### src/hdl/pgm_consts.vh
// constants shared by the pulse generator and measure counter block
`ifndef PGM_CONSTS_VH
`define PGM_CONSTS_VH
// ****************************************************************
// clocking, rate limits and sample pipeline depth
// ****************************************************************
`define SYS_CLK_HZ        50000000
`define PG_INT_FMAX_HZ    24000000
`define PG_EXT_FMAX_HZ    5000000
`define PG_DIV_FLOOR      2
`define PG_DIV_MIN_CALC   ((`SYS_CLK_HZ + `PG_INT_FMAX_HZ - 1) / `PG_INT_FMAX_HZ)
`define PG_EXT_MIN_CYC    ((`SYS_CLK_HZ + `PG_EXT_FMAX_HZ - 1) / `PG_EXT_FMAX_HZ)
`define PIPE_DEPTH_DEF    4
// ****************************************************************
// register byte offsets
// ****************************************************************
`define OFS_PG_CTRL       8'h00
`define OFS_PG_DIV        8'h04
`define OFS_PG_PERIOD     8'h08
`define OFS_PG_ACTIVE     8'h0C
`define OFS_PG_STATUS     8'h10
`define OFS_MC1_CFG       8'h14
`define OFS_MC2_CFG       8'h18
`define OFS_MC1_LATCH     8'h1C
`define OFS_MC2_LATCH     8'h20
`define OFS_CHAN_CFG      8'h24
`define OFS_MC_STATUS     8'h28
// ****************************************************************
// fields and reset values
// ****************************************************************
`define PG_CTRL_MODE_LSB  0
`define PG_CTRL_EXTCLK    2
`define PG_CTRL_GATEHI    3
`define PG_CTRL_POLHI     4
`define MC_CFG_START_LSB  0
`define MC_CFG_STOP_LSB   8
`define MC_CFG_EN         16
`define RST_PG_CTRL       32'h0000_0000
`define RST_PG_DIV        32'h0000_0002
`define RST_PG_PERIOD     32'h0000_0002
`define RST_PG_ACTIVE     32'h0000_0001
`define RST_MC_CFG        32'h0000_0000
`define MODE_OFF          2'h0
`define MODE_RATE         2'h1
`define MODE_ONESHOT      2'h2
`define MODE_REPSHOT      2'h3
// ****************************************************************
// event selector codes, stream channels and bus response codes
// ****************************************************************
`define EV_NUM            23
`define EV_CONV           5'h00
`define CH_MC1_8          5'h0A
`define CH_MC2_8          5'h0B
`define CH_MC1_16         5'h12
`define CH_MC2_16         5'h13
`define RESP_OKAY         2'h0
`define RESP_SLVERR       2'h2
`endif

### src/hdl/pgm_top.v
// pulse generator and two measure counters behind an AXI4-Lite slave
`timescale 1ns/1ps
`include "pgm_consts.vh"
module pgm_top #(
   parameter PIPE_DEPTH = `PIPE_DEPTH_DEF
) (
   // clock and reset
   input  wire        clk_sys,
   input  wire        rst_n,
   // axi4-lite write address
   input  wire [7:0]  awaddr,
   input  wire        awvalid,
   output wire        awready,
   // axi4-lite write data
   input  wire [31:0] wdata,
   input  wire [3:0]  wstrb,
   input  wire        wvalid,
   output wire        wready,
   // axi4-lite write response
   output wire [1:0]  bresp,
   output wire        bvalid,
   input  wire        bready,
   // axi4-lite read address
   input  wire [7:0]  araddr,
   input  wire        arvalid,
   output wire        arready,
   // axi4-lite read data
   output wire [31:0] rdata,
   output wire [1:0]  rresp,
   output wire        rvalid,
   input  wire        rready,
   // external pins
   input  wire        ctClkPin,
   input  wire        ctGatePin,
   input  wire        tachPin,
   input  wire [7:0]  dinPin,
   output wire        pulseOutPin,
   // sample stream from the acquisition sequencer
   input  wire        convDone,
   input  wire        sampleReq,
   input  wire [4:0]  sampleChan,
   output wire        sampleOutValid,
   output wire [4:0]  sampleOutChan,
   output wire [31:0] sampleOutData
);
   // ****************************************************************
   // register bus
   // ****************************************************************
   reg         awready_q, wready_q, bvalid_q, arready_q, rvalid_q;
   reg  [1:0]  bresp_q, rresp_q;
   reg  [31:0] rdata_q;
   reg         awHeld_q, wHeld_q;
   reg  [7:0]  awAddr_q;
   reg  [31:0] wData_q;
   reg  [3:0]  wStrb_q;
   reg  [31:0] ctrl_q, div_q, period_q, active_q, mc1Cfg_q, mc2Cfg_q;
   reg         chan16_q;
   reg  [31:0] rdMux;
   reg         rdHit;
   wire        pgRunning, pgDone, pgOut;
   wire [31:0] mc1Latch, mc2Latch;
   wire        mc1Busy, mc2Busy;
   assign awready = awready_q;
   assign wready  = wready_q;
   assign bvalid  = bvalid_q;
   assign bresp   = bresp_q;
   assign arready = arready_q;
   assign rvalid  = rvalid_q;
   assign rresp   = rresp_q;
   assign rdata   = rdata_q;
   function [31:0] mergeStrb;
      input [31:0] old;
      input [31:0] nw;
      input [3:0]  strb;
      integer b;
      begin
         mergeStrb = old;
         for (b = 0; b < 4; b = b + 1) begin
            if (strb[b])
               mergeStrb[b*8 +: 8] = nw[b*8 +: 8];
         end
      end
   endfunction
   function isWritable;
      input [7:0] a;
      begin
         isWritable = (a == `OFS_PG_CTRL) || (a == `OFS_PG_DIV) ||
                      (a == `OFS_PG_PERIOD) || (a == `OFS_PG_ACTIVE) ||
                      (a == `OFS_MC1_CFG) || (a == `OFS_MC2_CFG) ||
                      (a == `OFS_CHAN_CFG);
      end
   endfunction
   wire       doWrite  = awHeld_q && wHeld_q && !bvalid_q;
   wire [7:0] wAddr    = {awAddr_q[7:2], 2'b00};
   wire       pgCfgWr  = doWrite && (wAddr == `OFS_PG_CTRL);
   wire       mc1CfgWr = doWrite && (wAddr == `OFS_MC1_CFG);
   wire       mc2CfgWr = doWrite && (wAddr == `OFS_MC2_CFG);
   always @(posedge clk_sys) begin
      if (!rst_n) begin
         awready_q <= 1'b1;
         wready_q  <= 1'b1;
         awHeld_q  <= 1'b0;
         wHeld_q   <= 1'b0;
         awAddr_q  <= 8'h00;
         wData_q   <= 32'h0000_0000;
         wStrb_q   <= 4'h0;
         bvalid_q  <= 1'b0;
         bresp_q   <= `RESP_OKAY;
         ctrl_q    <= `RST_PG_CTRL;
         div_q     <= `RST_PG_DIV;
         period_q  <= `RST_PG_PERIOD;
         active_q  <= `RST_PG_ACTIVE;
         mc1Cfg_q  <= `RST_MC_CFG;
         mc2Cfg_q  <= `RST_MC_CFG;
         chan16_q  <= 1'b0;
      end else begin
         if (awvalid && awready_q) begin
            awAddr_q  <= awaddr;
            awHeld_q  <= 1'b1;
            awready_q <= 1'b0;
         end
         if (wvalid && wready_q) begin
            wData_q  <= wdata;
            wStrb_q  <= wstrb;
            wHeld_q  <= 1'b1;
            wready_q <= 1'b0;
         end
         if (doWrite) begin
            awHeld_q <= 1'b0;
            wHeld_q  <= 1'b0;
            bvalid_q <= 1'b1;
            bresp_q  <= isWritable(wAddr) ? `RESP_OKAY : `RESP_SLVERR;
            case (wAddr)
               `OFS_PG_CTRL:   ctrl_q   <= mergeStrb(ctrl_q, wData_q, wStrb_q);
               `OFS_PG_DIV:    div_q    <= mergeStrb(div_q, wData_q, wStrb_q);
               `OFS_PG_PERIOD: period_q <= mergeStrb(period_q, wData_q, wStrb_q);
               `OFS_PG_ACTIVE: active_q <= mergeStrb(active_q, wData_q, wStrb_q);
               `OFS_MC1_CFG:   mc1Cfg_q <= mergeStrb(mc1Cfg_q, wData_q, wStrb_q);
               `OFS_MC2_CFG:   mc2Cfg_q <= mergeStrb(mc2Cfg_q, wData_q, wStrb_q);
               `OFS_CHAN_CFG: begin
                  if (wStrb_q[0])
                     chan16_q <= wData_q[0];
               end
               default: chan16_q <= chan16_q;
            endcase
         end
         if (bvalid_q && bready) begin
            bvalid_q  <= 1'b0;
            awready_q <= 1'b1;
            wready_q  <= 1'b1;
         end
      end
   end
   always @* begin
      rdHit = 1'b1;
      case ({araddr[7:2], 2'b00})
         `OFS_PG_CTRL:   rdMux = ctrl_q;
         `OFS_PG_DIV:    rdMux = div_q;
         `OFS_PG_PERIOD: rdMux = period_q;
         `OFS_PG_ACTIVE: rdMux = active_q;
         `OFS_PG_STATUS: rdMux = {29'h0000_0000, pgOut, pgDone, pgRunning};
         `OFS_MC1_CFG:   rdMux = mc1Cfg_q;
         `OFS_MC2_CFG:   rdMux = mc2Cfg_q;
         `OFS_MC1_LATCH: rdMux = mc1Latch;
         `OFS_MC2_LATCH: rdMux = mc2Latch;
         `OFS_CHAN_CFG:  rdMux = {31'h0000_0000, chan16_q};
         `OFS_MC_STATUS: rdMux = {30'h0000_0000, mc2Busy, mc1Busy};
         default: begin
            rdMux = 32'h0000_0000;
            rdHit = 1'b0;
         end
      endcase
   end
   always @(posedge clk_sys) begin
      if (!rst_n) begin
         arready_q <= 1'b1;
         rvalid_q  <= 1'b0;
         rdata_q   <= 32'h0000_0000;
         rresp_q   <= `RESP_OKAY;
      end else begin
         if (arvalid && arready_q) begin
            arready_q <= 1'b0;
            rvalid_q  <= 1'b1;
            rdata_q   <= rdMux;
            rresp_q   <= rdHit ? `RESP_OKAY : `RESP_SLVERR;
         end
         if (rvalid_q && rready) begin
            rvalid_q  <= 1'b0;
            arready_q <= 1'b1;
         end
      end
   end
   // ****************************************************************
   // pin synchronisers and edge detection
   // ****************************************************************
   // order: gate, clock, tach, din[7:0]
   reg  [10:0] syncA_q, syncB_q, prev_q;
   wire [10:0] rise = syncB_q & ~prev_q;
   wire [10:0] fall = ~syncB_q & prev_q;
   reg  [`EV_NUM-1:0] events;
   integer i;
   always @(posedge clk_sys) begin
      if (!rst_n) begin
         syncA_q <= 11'h000;
         syncB_q <= 11'h000;
         prev_q  <= 11'h000;
      end else begin
         syncA_q <= {ctGatePin, ctClkPin, tachPin, dinPin};
         syncB_q <= syncA_q;
         prev_q  <= syncB_q;
      end
   end
   always @* begin
      events    = {`EV_NUM{1'b0}};
      events[0] = convDone;
      events[1] = fall[8];
      events[2] = rise[8];
      for (i = 0; i < 8; i = i + 1) begin
         events[3 + 2*i] = fall[i];
         events[4 + 2*i] = rise[i];
      end
      events[19] = fall[9];
      events[20] = rise[9];
      events[21] = fall[10];
      events[22] = rise[10];
   end
   // ****************************************************************
   // counter clock for the pulse engine
   // ****************************************************************
   localparam [31:0] DIV_MIN = (`PG_DIV_MIN_CALC > `PG_DIV_FLOOR) ?
                               `PG_DIV_MIN_CALC : `PG_DIV_FLOOR;
   localparam [31:0] EXT_GAP_W = `PG_EXT_MIN_CYC - 1;
   localparam [7:0]  EXT_GAP = EXT_GAP_W[7:0];
   reg  [31:0] preCnt_q;
   reg  [7:0]  extGap_q;
   // clamping trades exact small dividers for a guaranteed rate ceiling
   wire [31:0] divEff  = (div_q < DIV_MIN) ? DIV_MIN : div_q;
   wire        intTick = (preCnt_q == divEff - 32'h0000_0001);
   wire        extTick = rise[9] && (extGap_q >= EXT_GAP);
   wire        tick    = ctrl_q[`PG_CTRL_EXTCLK] ? extTick : intTick;
   always @(posedge clk_sys) begin
      if (!rst_n || pgCfgWr) begin
         preCnt_q <= 32'h0000_0000;
         extGap_q <= 8'h00;
      end else begin
         // divider restarts with each run so the first pulse spans whole ticks
         preCnt_q <= (intTick || !pgRunning) ? 32'h0000_0000 : preCnt_q + 32'h0000_0001;
         if (extTick)
            extGap_q <= 8'h00;
         else if (extGap_q != 8'hFF)
            extGap_q <= extGap_q + 8'h01;
      end
   end
   pulse_gen u_pulse (
      .clk_sys   (clk_sys),
      .rst_n     (rst_n),
      .mode      (ctrl_q[`PG_CTRL_MODE_LSB +: 2]),
      .gateHigh  (ctrl_q[`PG_CTRL_GATEHI]),
      .polHigh   (ctrl_q[`PG_CTRL_POLHI]),
      .period    (period_q),
      .activeCnt (active_q),
      .cfgWr     (pgCfgWr),
      .tick      (tick),
      .gateLvl   (syncB_q[10]),
      .gateRise  (rise[10]),
      .gateFall  (fall[10]),
      .pulseOut  (pgOut),
      .running   (pgRunning),
      .done      (pgDone)
   );
   assign pulseOutPin = pgOut;
   // ****************************************************************
   // measure counters
   // ****************************************************************
   measure_counter #(.WIDTH(32)) u_mc1 (
      .clk_sys  (clk_sys),
      .rst_n    (rst_n),
      .startSel (mc1Cfg_q[`MC_CFG_START_LSB +: 5]),
      .stopSel  (mc1Cfg_q[`MC_CFG_STOP_LSB +: 5]),
      .enable   (mc1Cfg_q[`MC_CFG_EN]),
      .cfgWr    (mc1CfgWr),
      .events   (events),
      .latch_q  (mc1Latch),
      .busy_q   (mc1Busy)
   );
   measure_counter #(.WIDTH(32)) u_mc2 (
      .clk_sys  (clk_sys),
      .rst_n    (rst_n),
      .startSel (mc2Cfg_q[`MC_CFG_START_LSB +: 5]),
      .stopSel  (mc2Cfg_q[`MC_CFG_STOP_LSB +: 5]),
      .enable   (mc2Cfg_q[`MC_CFG_EN]),
      .cfgWr    (mc2CfgWr),
      .events   (events),
      .latch_q  (mc2Latch),
      .busy_q   (mc2Busy)
   );
   // ****************************************************************
   // sample stream with group-delay pipeline
   // ****************************************************************
   // sampling never disturbs the latch, so fast sampling repeats the value
   wire [4:0] ch1   = chan16_q ? `CH_MC1_16 : `CH_MC1_8;
   wire [4:0] ch2   = chan16_q ? `CH_MC2_16 : `CH_MC2_8;
   wire       hit1  = sampleReq && (sampleChan == ch1);
   wire       hit2  = sampleReq && (sampleChan == ch2);
   reg        pipeValid_q [0:PIPE_DEPTH-1];
   reg [4:0]  pipeChan_q  [0:PIPE_DEPTH-1];
   reg [31:0] pipeData_q  [0:PIPE_DEPTH-1];
   integer k;
   always @(posedge clk_sys) begin
      if (!rst_n) begin
         for (k = 0; k < PIPE_DEPTH; k = k + 1) begin
            pipeValid_q[k] <= 1'b0;
            pipeChan_q[k]  <= 5'h00;
            pipeData_q[k]  <= 32'h0000_0000;
         end
      end else begin
         pipeValid_q[0] <= hit1 || hit2;
         pipeChan_q[0]  <= sampleChan;
         pipeData_q[0]  <= hit1 ? mc1Latch : (hit2 ? mc2Latch : 32'h0000_0000);
         for (k = 1; k < PIPE_DEPTH; k = k + 1) begin
            pipeValid_q[k] <= pipeValid_q[k-1];
            pipeChan_q[k]  <= pipeChan_q[k-1];
            pipeData_q[k]  <= pipeData_q[k-1];
         end
      end
   end
   assign sampleOutValid = pipeValid_q[PIPE_DEPTH-1];
   assign sampleOutChan  = pipeChan_q[PIPE_DEPTH-1];
   assign sampleOutData  = pipeData_q[PIPE_DEPTH-1];
endmodule

### src/hdl/pulse_gen.v
// pulse output engine: rate generation, one-shot and repetitive one-shot
`timescale 1ns/1ps
`include "pgm_consts.vh"
module pulse_gen (
   // clock and reset
   input  wire        clk_sys,
   input  wire        rst_n,
   // configuration
   input  wire [1:0]  mode,
   input  wire        gateHigh,
   input  wire        polHigh,
   input  wire [31:0] period,
   input  wire [31:0] activeCnt,
   input  wire        cfgWr,
   // timing and gate
   input  wire        tick,
   input  wire        gateLvl,
   input  wire        gateRise,
   input  wire        gateFall,
   // status and output
   output reg         pulseOut,
   output wire        running,
   output wire        done
);
   localparam [3:0] S_IDLE = 4'b0001;
   localparam [3:0] S_RATE = 4'b0010;
   localparam [3:0] S_SHOT = 4'b0100;
   localparam [3:0] S_HALT = 4'b1000;
   reg  [3:0]  state_q;
   reg  [31:0] phase_q;
   wire [31:0] perEff   = (period == 32'h0000_0000) ? 32'h0000_0001 : period;
   wire        gateOn   = gateHigh ? gateLvl : !gateLvl;
   wire        gateEdge = gateHigh ? gateRise : gateFall;
   wire        lastTick = tick && (phase_q == perEff - 32'h0000_0001);
   reg         active;
   assign running = state_q[1] | state_q[2];
   assign done    = state_q[3];
   always @* begin
      case (state_q)
         S_RATE:  active = (phase_q < activeCnt);
         S_SHOT:  active = 1'b1;
         default: active = 1'b0;
      endcase
   end
   always @(posedge clk_sys) begin
      if (!rst_n || cfgWr) begin
         state_q  <= S_IDLE;
         phase_q  <= 32'h0000_0000;
         pulseOut <= 1'b0;
      end else begin
         pulseOut <= active ? polHigh : !polHigh;
         case (state_q)
            S_IDLE: begin
               phase_q <= 32'h0000_0000;
               if (mode == `MODE_RATE && gateOn)
                  state_q <= S_RATE;
               else if ((mode == `MODE_ONESHOT || mode == `MODE_REPSHOT) && gateEdge)
                  state_q <= S_SHOT;
            end
            S_RATE: begin
               if (mode != `MODE_RATE || !gateOn) begin
                  state_q <= S_IDLE;
                  phase_q <= 32'h0000_0000;
               end else if (tick) begin
                  phase_q <= lastTick ? 32'h0000_0000 : phase_q + 32'h0000_0001;
               end
            end
            S_SHOT: begin
               // gate edges are not looked at here, so a pulse is never retriggered
               if (lastTick) begin
                  phase_q <= 32'h0000_0000;
                  state_q <= (mode == `MODE_ONESHOT) ? S_HALT : S_IDLE;
               end else if (tick) begin
                  phase_q <= phase_q + 32'h0000_0001;
               end
            end
            S_HALT:  state_q <= S_HALT;
            default: state_q <= S_IDLE;
         endcase
      end
   end
endmodule

### src/hdl/measure_counter.v
// edge-to-edge interval counter with latched result
`timescale 1ns/1ps
`include "pgm_consts.vh"
module measure_counter #(
   parameter WIDTH = 32
) (
   // clock and reset
   input  wire             clk_sys,
   input  wire             rst_n,
   // configuration
   input  wire [4:0]       startSel,
   input  wire [4:0]       stopSel,
   input  wire             enable,
   input  wire             cfgWr,
   // event sources
   input  wire [`EV_NUM-1:0] events,
   // result
   output reg  [WIDTH-1:0] latch_q,
   output reg              busy_q
);
   reg  [WIDTH-1:0] cnt_q;
   function evPick;
      input [`EV_NUM-1:0] ev;
      input [4:0]         sel;
      begin
         evPick = (sel < `EV_NUM) ? ev[sel] : 1'b0;
      end
   endfunction
   wire startHit = evPick(events, startSel);
   wire stopHit  = evPick(events, stopSel);
   wire sameEdge = (startSel == stopSel);
   always @(posedge clk_sys) begin
      if (!rst_n || cfgWr || !enable) begin
         cnt_q   <= {WIDTH{1'b0}};
         busy_q  <= 1'b0;
         latch_q <= {WIDTH{1'b0}};
      end else if (busy_q) begin
         // count one per clock; plain binary wrap on overflow
         cnt_q <= cnt_q + {{(WIDTH-1){1'b0}}, 1'b1};
         if (stopHit) begin
            // result holds elapsed clocks plus one
            latch_q <= cnt_q + {{(WIDTH-1){1'b0}}, 1'b1};
            if (sameEdge) begin
               cnt_q <= {{(WIDTH-1){1'b0}}, 1'b1};
            end else begin
               cnt_q  <= {WIDTH{1'b0}};
               busy_q <= 1'b0;
            end
         end
      end else if (startHit) begin
         cnt_q  <= {{(WIDTH-1){1'b0}}, 1'b1};
         busy_q <= 1'b1;
      end
   end
endmodule

### config.mk
export PLATFORM = sky130hd
export DESIGN_NAME = pgm_top
export DESIGN_NICKNAME = d
export VERILOG_FILES = /design/src/hdl/pgm_top.v /design/src/hdl/pulse_gen.v /design/src/hdl/measure_counter.v
export VERILOG_INCLUDE_DIRS = /design/src /design/src/hdl
export SDC_FILE = /design/constraint.sdc
export NUM_CORES = 2
export LEC_CHECK = 0
export BUFFER_PORTS_ARGS = -buffer_cell sky130_fd_sc_hd__buf_4
export CELL_PAD_IN_SITES_DETAIL_PLACEMENT = 1
export CELL_PAD_IN_SITES_GLOBAL_PLACEMENT = 2
export CORE_MARGIN = 1
export CORE_UTILIZATION = 42
export CTS_CLUSTER_DIAMETER = 80
export CTS_CLUSTER_SIZE = 8
export DETAILED_ROUTE_END_ITERATION = 12
export GPL_TIMING_DRIVEN = 1
export PLACE_DENSITY = 0.89
export SLEW_MARGIN = 40
export SYNTH_ARGS = -nofsm -noshare
export SYNTH_HDL_FRONTEND = slang
export SYNTH_SLANG_ARGS = --single-unit
### constraint.sdc
create_clock -name clk_sys -period 6 [get_ports clk_sys]
set_input_delay 0.3 -clock clk_sys [delete_from_list [all_inputs] [get_ports clk_sys]]
set_output_delay 0.3 -clock clk_sys [all_outputs]
set_load 0.02 [all_outputs]
# Word-level counts from Yosys, hierarchy flattened
# Memories as Yosys holds them, arrays and structs flattened.
# Cells that the tools add are included.
# word_totals
reg_bits,520
latchBits,0
mem_bits_rw,152
mem_bits_ro,0
inputBits,77
memories,3
# op_classes
n_addsub,7
mul,0
div,0
order_cmp,11
eq_ne,36
n_shift,0
muxes,69
n_bitwise,18
n_reduce_logical,80
# mem_list
name,words,word_bits,rd,rd_clocked_by_memory_dff,wr,line,rtl
pipeData_q,4,32,4,0,4,pgm_top.v:307,reg [31:0] pipeData_q [0:PIPE_DEPTH-1];
pipeChan_q,4,5,4,0,4,pgm_top.v:306,reg [4:0] pipeChan_q [0:PIPE_DEPTH-1];
pipeValid_q,4,1,4,0,4,pgm_top.v:305,reg pipeValid_q [0:PIPE_DEPTH-1];
# op_table
op,count
2-to-1 mux 32 bit,19
case mux 32 bit (11 select lines),1
"adder 32 x 1 -> 32 bit, second input constant",4
case mux 32 bit (3 select lines),1
AND reduction 3 bit,27
equality test 32 bit,2
"subtractor 32 x 1 -> 32 bit, second input constant",2
"equality test 6 x 3 -> 1 bit, second input constant",6
zero test 32 bit,1
"< comparator 32 x 2 -> 1 bit, second input constant",1
< comparator 32 bit,1
2-to-1 mux 5 bit,6
2-to-1 mux 1 bit,29
"equality test 6 x 2 -> 1 bit, second input constant",4
"equality test 6 x 4 -> 1 bit, second input constant",4
"< comparator 5 x 6 -> 1 bit, second input constant",4
bitwise AND 11 bit,2
NOT 11 bit,2
binary-select mux 1 bit (select 5 bit),4
equality test 5 bit,4
"< comparator 5 bit, second input constant",4
2-to-1 mux 4 bit,5
logical AND 1 bit,16
case mux 4 bit (4 select lines),1
other kinds (25),71

# Longest topological paths before layout
# logic_depth
depth_word,10
ltp_mapped,19
mapped_depth_nobuf,15

# By module
# A second synthesis with hierarchy kept.
# unflattened
hier_cells,3533
hier_area_um2,31714.2
# by_module_without_submodules
mod,instances,cells_per_inst,area_each_um2,seq_area_each_um2
pgm_top,1,2212,20582.2,10029.6
measure_counter,2,393,3560.9,1301.2
pulse_gen,1,535,4010.1,740.7

# Least setup slack after synthesis
# No wires, ideal clock.
# synth_path
kind,register to register
startpoint,reg div_q[13]
endpoint,reg u_pulse.phase_q[0]
arrival_ns,3.856
t_required_ns,5.859
path_slack_ns,2.004
path_stages_with_launch,19
n_path_buf,4
synth_period_minus_slack_ns,3.996
cell_sequence,dfxtp_1 > buf_2 > or4_4 > nand3b_1 > nor3_1 > nor2_1 > ha_1 > clkbuf_1 > nand2_1 > xor2_1 > a221o_1 > a211oi_1 > nand4b_2 > o21ai_2 > buf_2 > buf_6 > nand2_1 > xnor2_1 > nor3_2
# synth_between
elab_chain_cells,10
elab_cells_between_ends,14
classes_between,1 x add/sub; 1 x order compare; 3 x eq/ne; 7 x mux; 2 x reduce/logical
# synth_rtl
item,line,rtl
"start, declared",pgm_top.v:56,"reg [31:0] ctrl_q, div_q, period_q, active_q, mc1Cfg_q, mc2Cfg_q;"
"start signal, assigned",pgm_top.v:110,div_q <= `RST_PG_DIV;
"start signal, assigned",pgm_top.v:135,"`OFS_PG_DIV: div_q <= mergeStrb(div_q, wData_q, wStrb_q);"
< comparator 32 x 2 -> 1 bit,pgm_top.v:237,wire [31:0] divEff = (div_q < DIV_MIN) ? DIV_MIN : div_q;
2-to-1 mux 32 bit *,pgm_top.v:237,
subtractor 32 x 1 -> 32 bit *,pgm_top.v:238,wire intTick = (preCnt_q == divEff - 32'h0000_0001);
equality test 32 bit *,pgm_top.v:238,
2-to-1 mux 1 bit *,pgm_top.v:240,wire tick = ctrl_q[`PG_CTRL_EXTCLK] ? extTick : intTick;
logical AND 1 bit,pulse_gen.v:34,wire lastTick = tick && (phase_q == perEff - 32'h0000_0001);
2-to-1 mux 32 bit,pulse_gen.v:65,phase_q <= lastTick ? 32'h0000_0000 : phase_q + 32'h0000_0001;
2-to-1 mux 32 bit,pulse_gen.v:64,end else if (tick) begin
2-to-1 mux 32 bit,pulse_gen.v:61,if (mode != `MODE_RATE || !gateOn) begin
case mux 32 bit (3 select lines),pulse_gen.v:52,case (state_q)
"end signal, assigned",pulse_gen.v:65,
"end signal, assigned",pulse_gen.v:74,phase_q <= phase_q + 32'h0000_0001;
"end, declared",pulse_gen.v:30,reg [31:0] phase_q;
# Mark *: on every way between the ends. The rest lies on a longest branch, timed or not. The select of a mux whose other input is x is not followed.
# A chain may end at the register's enable or synchronous reset.

# Worst setup path after layout
# layout_path
startpoint,reg period_q[2]
endpoint,reg u_pulse.phase_q[12]
# layout_between
elab_chain_cells,9
elab_cells_between_ends,12
classes_between,1 x add/sub; 2 x eq/ne; 6 x mux; 3 x reduce/logical
# layout_rtl
item,line,rtl
"start, declared",pgm_top.v:56,
"start signal, assigned",pgm_top.v:111,period_q <= `RST_PG_PERIOD;
"start signal, assigned",pgm_top.v:136,"`OFS_PG_PERIOD: period_q <= mergeStrb(period_q, wData_q, wStrb_q);"
zero test 32 bit,pulse_gen.v:31,wire [31:0] perEff = (period == 32'h0000_0000) ? 32'h0000_0001 : period;
2-to-1 mux 32 bit *,pulse_gen.v:31,
subtractor 32 x 1 -> 32 bit *,pulse_gen.v:34,
equality test 32 bit *,pulse_gen.v:34,
logical AND 1 bit *,pulse_gen.v:34,
2-to-1 mux 32 bit,pulse_gen.v:65,
2-to-1 mux 32 bit,pulse_gen.v:64,
2-to-1 mux 32 bit,pulse_gen.v:61,
case mux 32 bit (3 select lines),pulse_gen.v:52,
# Marked as above.

==> impl_results.md <==
* Clk pwr share at 49.3%
* Max Fanout on Critical Path at 31
* Pwr/cell area at 269.3 nW/um^2
* Layout cell share with drive strength beyond 1 at 12.38%
* Fmax at 191.3 MHz
* Wirelength per Cell at 24.64 um
* Met2 Resource Use GR at 49.06%
* PnR worst setup slack at 0.7731 ns
* Number of post-CTS setup repair buffers at 0
* DPL Wire Length at 79560 um
* Leakage power at 12.76 nW
* Die X at 274.6 um
* Met1 Use GR at 39.25%
* Sequential share of power at 46.6%
* Post-route DRC at 1
* EDFF count, synth at 0
* Pin count of the biggest net entering global routing at 277
* Crit path kind: register to register
* Die ar. at 75410 um^2
* IO buf count at 150
* Data arrival, critical path at 5.72 ns
* Final RePlAce weighted congestion at 0.9251
* CP startpoint kind: register
* Critical Path End Type: register
* Resized cells post-CTS at 0
* Area grow syn2layout at 16.30%
* Number of DRC markers in iteration 0 at 1936
* I/O pin cnt at 157
* Synth Warn # at 0
* GRT Overall Usage at 29.81%
* CTS Root Cell: clkbuf_16
* Nets at 3734
* Max-slew headroom at 40.48%
* Core footprint at 73210 um^2
* FILL cells at 8286
* Post-Route WL at 113000 um
* CTS tree: yes
* P_int at 7.462 mW
* Max-cap violations at 0
* Most Crowded Layer GR: met2
* Clk_lat worst skew at 0.67 ns
* DP Area at 33010 um^2
* Min Tclk post-route at 5.227 ns
* Combinational Power Share at 4.1%
* Post-synthesis sequential area ratio at 42.84%
* Sw frac at 23.67%
* Primary FF master, synth: dfxtp_1
* Place WS at 0.8408 ns
* Violated checks: DRC
* Die Height at 274.6 um
* Vias per cell at 5.928
* Worst vdd ir at 0.2111 mV
* Met3 usage in global routing at 4.844%
* Vias in the first global route at 28310
* Fin crit share at 87.11%
* Synth Register Bits at 668
* Vias at 27190
* Pre-Repair DR Iteration Count at 10
* Final slew viol count at 0
* Post-Syn Area at 31210 um^2
* Hold_ws at 0.09348 ns
* Detail Route Antenna Nets at 0
* Worst slew pin tran at 0.8847 ns
* Setup-failing EPs final at 0
* CTS clk-pin slew, worst paths at 0.05 ns
* Initial Util at 42.64%
* H-tree depth at 3
* Finished Layout Cells at 4587
* Remaining Overflow, GRT at 0
* Antenna violations before repair at 2
* RSZ-0062 raised after global routing: false
* Final instance area at 36300 um^2
* Post-synthesis cell count at 3505
* Global-route wire length before repair at 172600 um
* Clock tree buffer depth at 3
* DP Cell Count at 4412
* Worst hold path type: input port to register
* Syn Area/Cell at 8.905 um^2
* CTS sink count at 668
* Cell variety after synth at 79
* Final Skew at 0.03459 ns
* Num CTS Buffers at 94
* TNS Setup at 0 ns
* Net switching power at 2.314 mW
* Site Rows at 99
* Final Hold Fails at 0
* Req. time, crit path at 6.49 ns
* Status: complete, but fails checks
* Async SR Flop Fraction at 0%
==> cell type report <==
type / count / area (um^2) / share of cell area, %
multi-input cells: 2537 / 16780 / 46.22
flip-flops and latches: 668 / 13370 / 36.84
clock buffers: 97 / 2395 / 6.597
repair buffers: 262 / 2176 / 5.994
well taps: 959 / 1200 / 3.306
inverters: 54 / 202.7 / 0.5584
clock inverters: 9 / 173.9 / 0.4791
diodes: 1 / 2.502 / 0.006894
==> what timing repair did <==
action                                  in CTS  in global routing
endpoints found under the setup margin       0                  0
hold endpoints to repair                    65                  0
hold buffers                                66                  0
==> cell families (layout without fill, tap and decap cells) <==
group / Yosys count / count (layout) / synth area share (%)
adders and majority gates: 40 / 40 / 1.603
buffers and inverters: 301 / 422 / 3.816
DFF: 668 / 668 / 42.84
xor gates and xnor gates: 205 / 205 / 5.752
and+or+nand+nor: 1482 / 1482 / 24.85
AOI/OAI and AO/OA: 650 / 650 / 15.24
muxes: 158 / 158 / 5.885
other: 1 / 3 / 0.01201
==> synth_stat cells, types with 58 or more instances <==
cell | number | area [um^2]
a211oi_1 | 73 | 548.0
nor2_1 | 291 | 1092
clkbuf_1 | 218 | 818.3
a21oi_1 | 91 | 455.4
mux2i_1 | 134 | 1341
a21boi_0 | 141 | 1059
nor2b_1 | 161 | 1007
and2_1 | 166 | 1039
nand3_1 | 217 | 1086
xnor2_1 | 103 | 902.1
xor2_1 | 102 | 893.4
dfxtp_1 | 668 | 13370
o21ai_0 | 71 | 355.3
nand2_1 | 300 | 1126
a22oi_1 | 81 | 608.1
nor3_1 | 58 | 290.3
==> critical path, cell delays in order (launching register included) <==
cell	delay [ns]
dfxtp_1	0.54
or4_1	0.30
nor4_1	0.09
buf_4	0.16
a31oi_1	0.32
ha_1	0.33
or4b_1	0.57
or3_1	0.53
o31a_1	0.30
o21ai_1	0.11
nor3b_1	0.19
o22ai_1	0.16
nor4_1	0.42
and3_1	0.34
o21a_4	0.54
nor3_2	0.10
==> power groups by stage <==
stage,clock network [mW],logic (mW),registers (mW)
3_5_place_dp,0,0.354,4.64
4_1_cts,4.88,0.392,4.55
3_3_place_gp,0,0.340,4.64
2_1_floorplan,0,0.227,4.61
5_1_grt,5.08,0.432,4.55
6_report,4.82,0.402,4.56
==> path summary, 6_finish.rpt <==
kind              slack (ns)                   to              from  cells after the start
setup reg to reg        0.77  u_pulse.phase_q[12]       period_q[2]                     15
setup / recovery        0.77  u_pulse.phase_q[12]       period_q[2]                     15
hold / removal          0.09             rdata[1]             rst_n                      2
hold reg to reg         0.43     pipeChan_q[2][0]  pipeChan_q[1][0]                      1
==> registers in the layout, summed over array words and instances, names as in the netlist, 4 cells and up <==
name and cells:
pipeChan_q 20, mc1Cfg_q 32, prev_q 11, mc2Cfg_q 32, preCnt_q 32, pipeValid_q 4, syncB_q 11, u_mc2.latch_q 32
rdata 32, pipeData_q 128, u_mc1.cnt_q 32, ctrl_q 32, u_mc1.latch_q 32, syncA_q 11, awAddr_q 6, u_mc2.cnt_q 32
u_pulse.state_q 4, period_q 32, wStrb_q 4, u_pulse.phase_q 32, extGap_q 8, div_q 32, wData_q 32, active_q 32
==> stage by stage <==
stage / total power [mW] / util, %
after CTS: 9.826 / 49.50
after detailed placement: 4.995 / 45.09
after global routing: 10.06 / 49.59
after floorplan: 4.833 / -
final: 9.776 / 49.59
after global placement: 4.976 / 45.03
==> layer usage <==
layer / up-vias / part of all wire (%)
met4: 2 / 3.2
met5: - / 0.012
met2: 761 / 47
met3: 194 / 5.8
li1: 12520 / -
met1: 13710 / 44
==> cells in the final DEF, fill, tap and decap left out, drive strengths merged, types with 88 or more instances in the layout <==
| master | instances |
|---|---|
| a21boi | 141 |
| a21oi | 91 |
| and2 | 167 |
| buf | 196 |
| clkbuf | 97 |
| dfxtp | 668 |
| mux2i | 134 |
| nand2 | 300 |
| nand3 | 217 |
| nor2 | 291 |
| nor2b | 161 |
| nor3 | 88 |
| xnor2 | 103 |
| xor2 | 102 |
(Power assumes the default switching activity.)
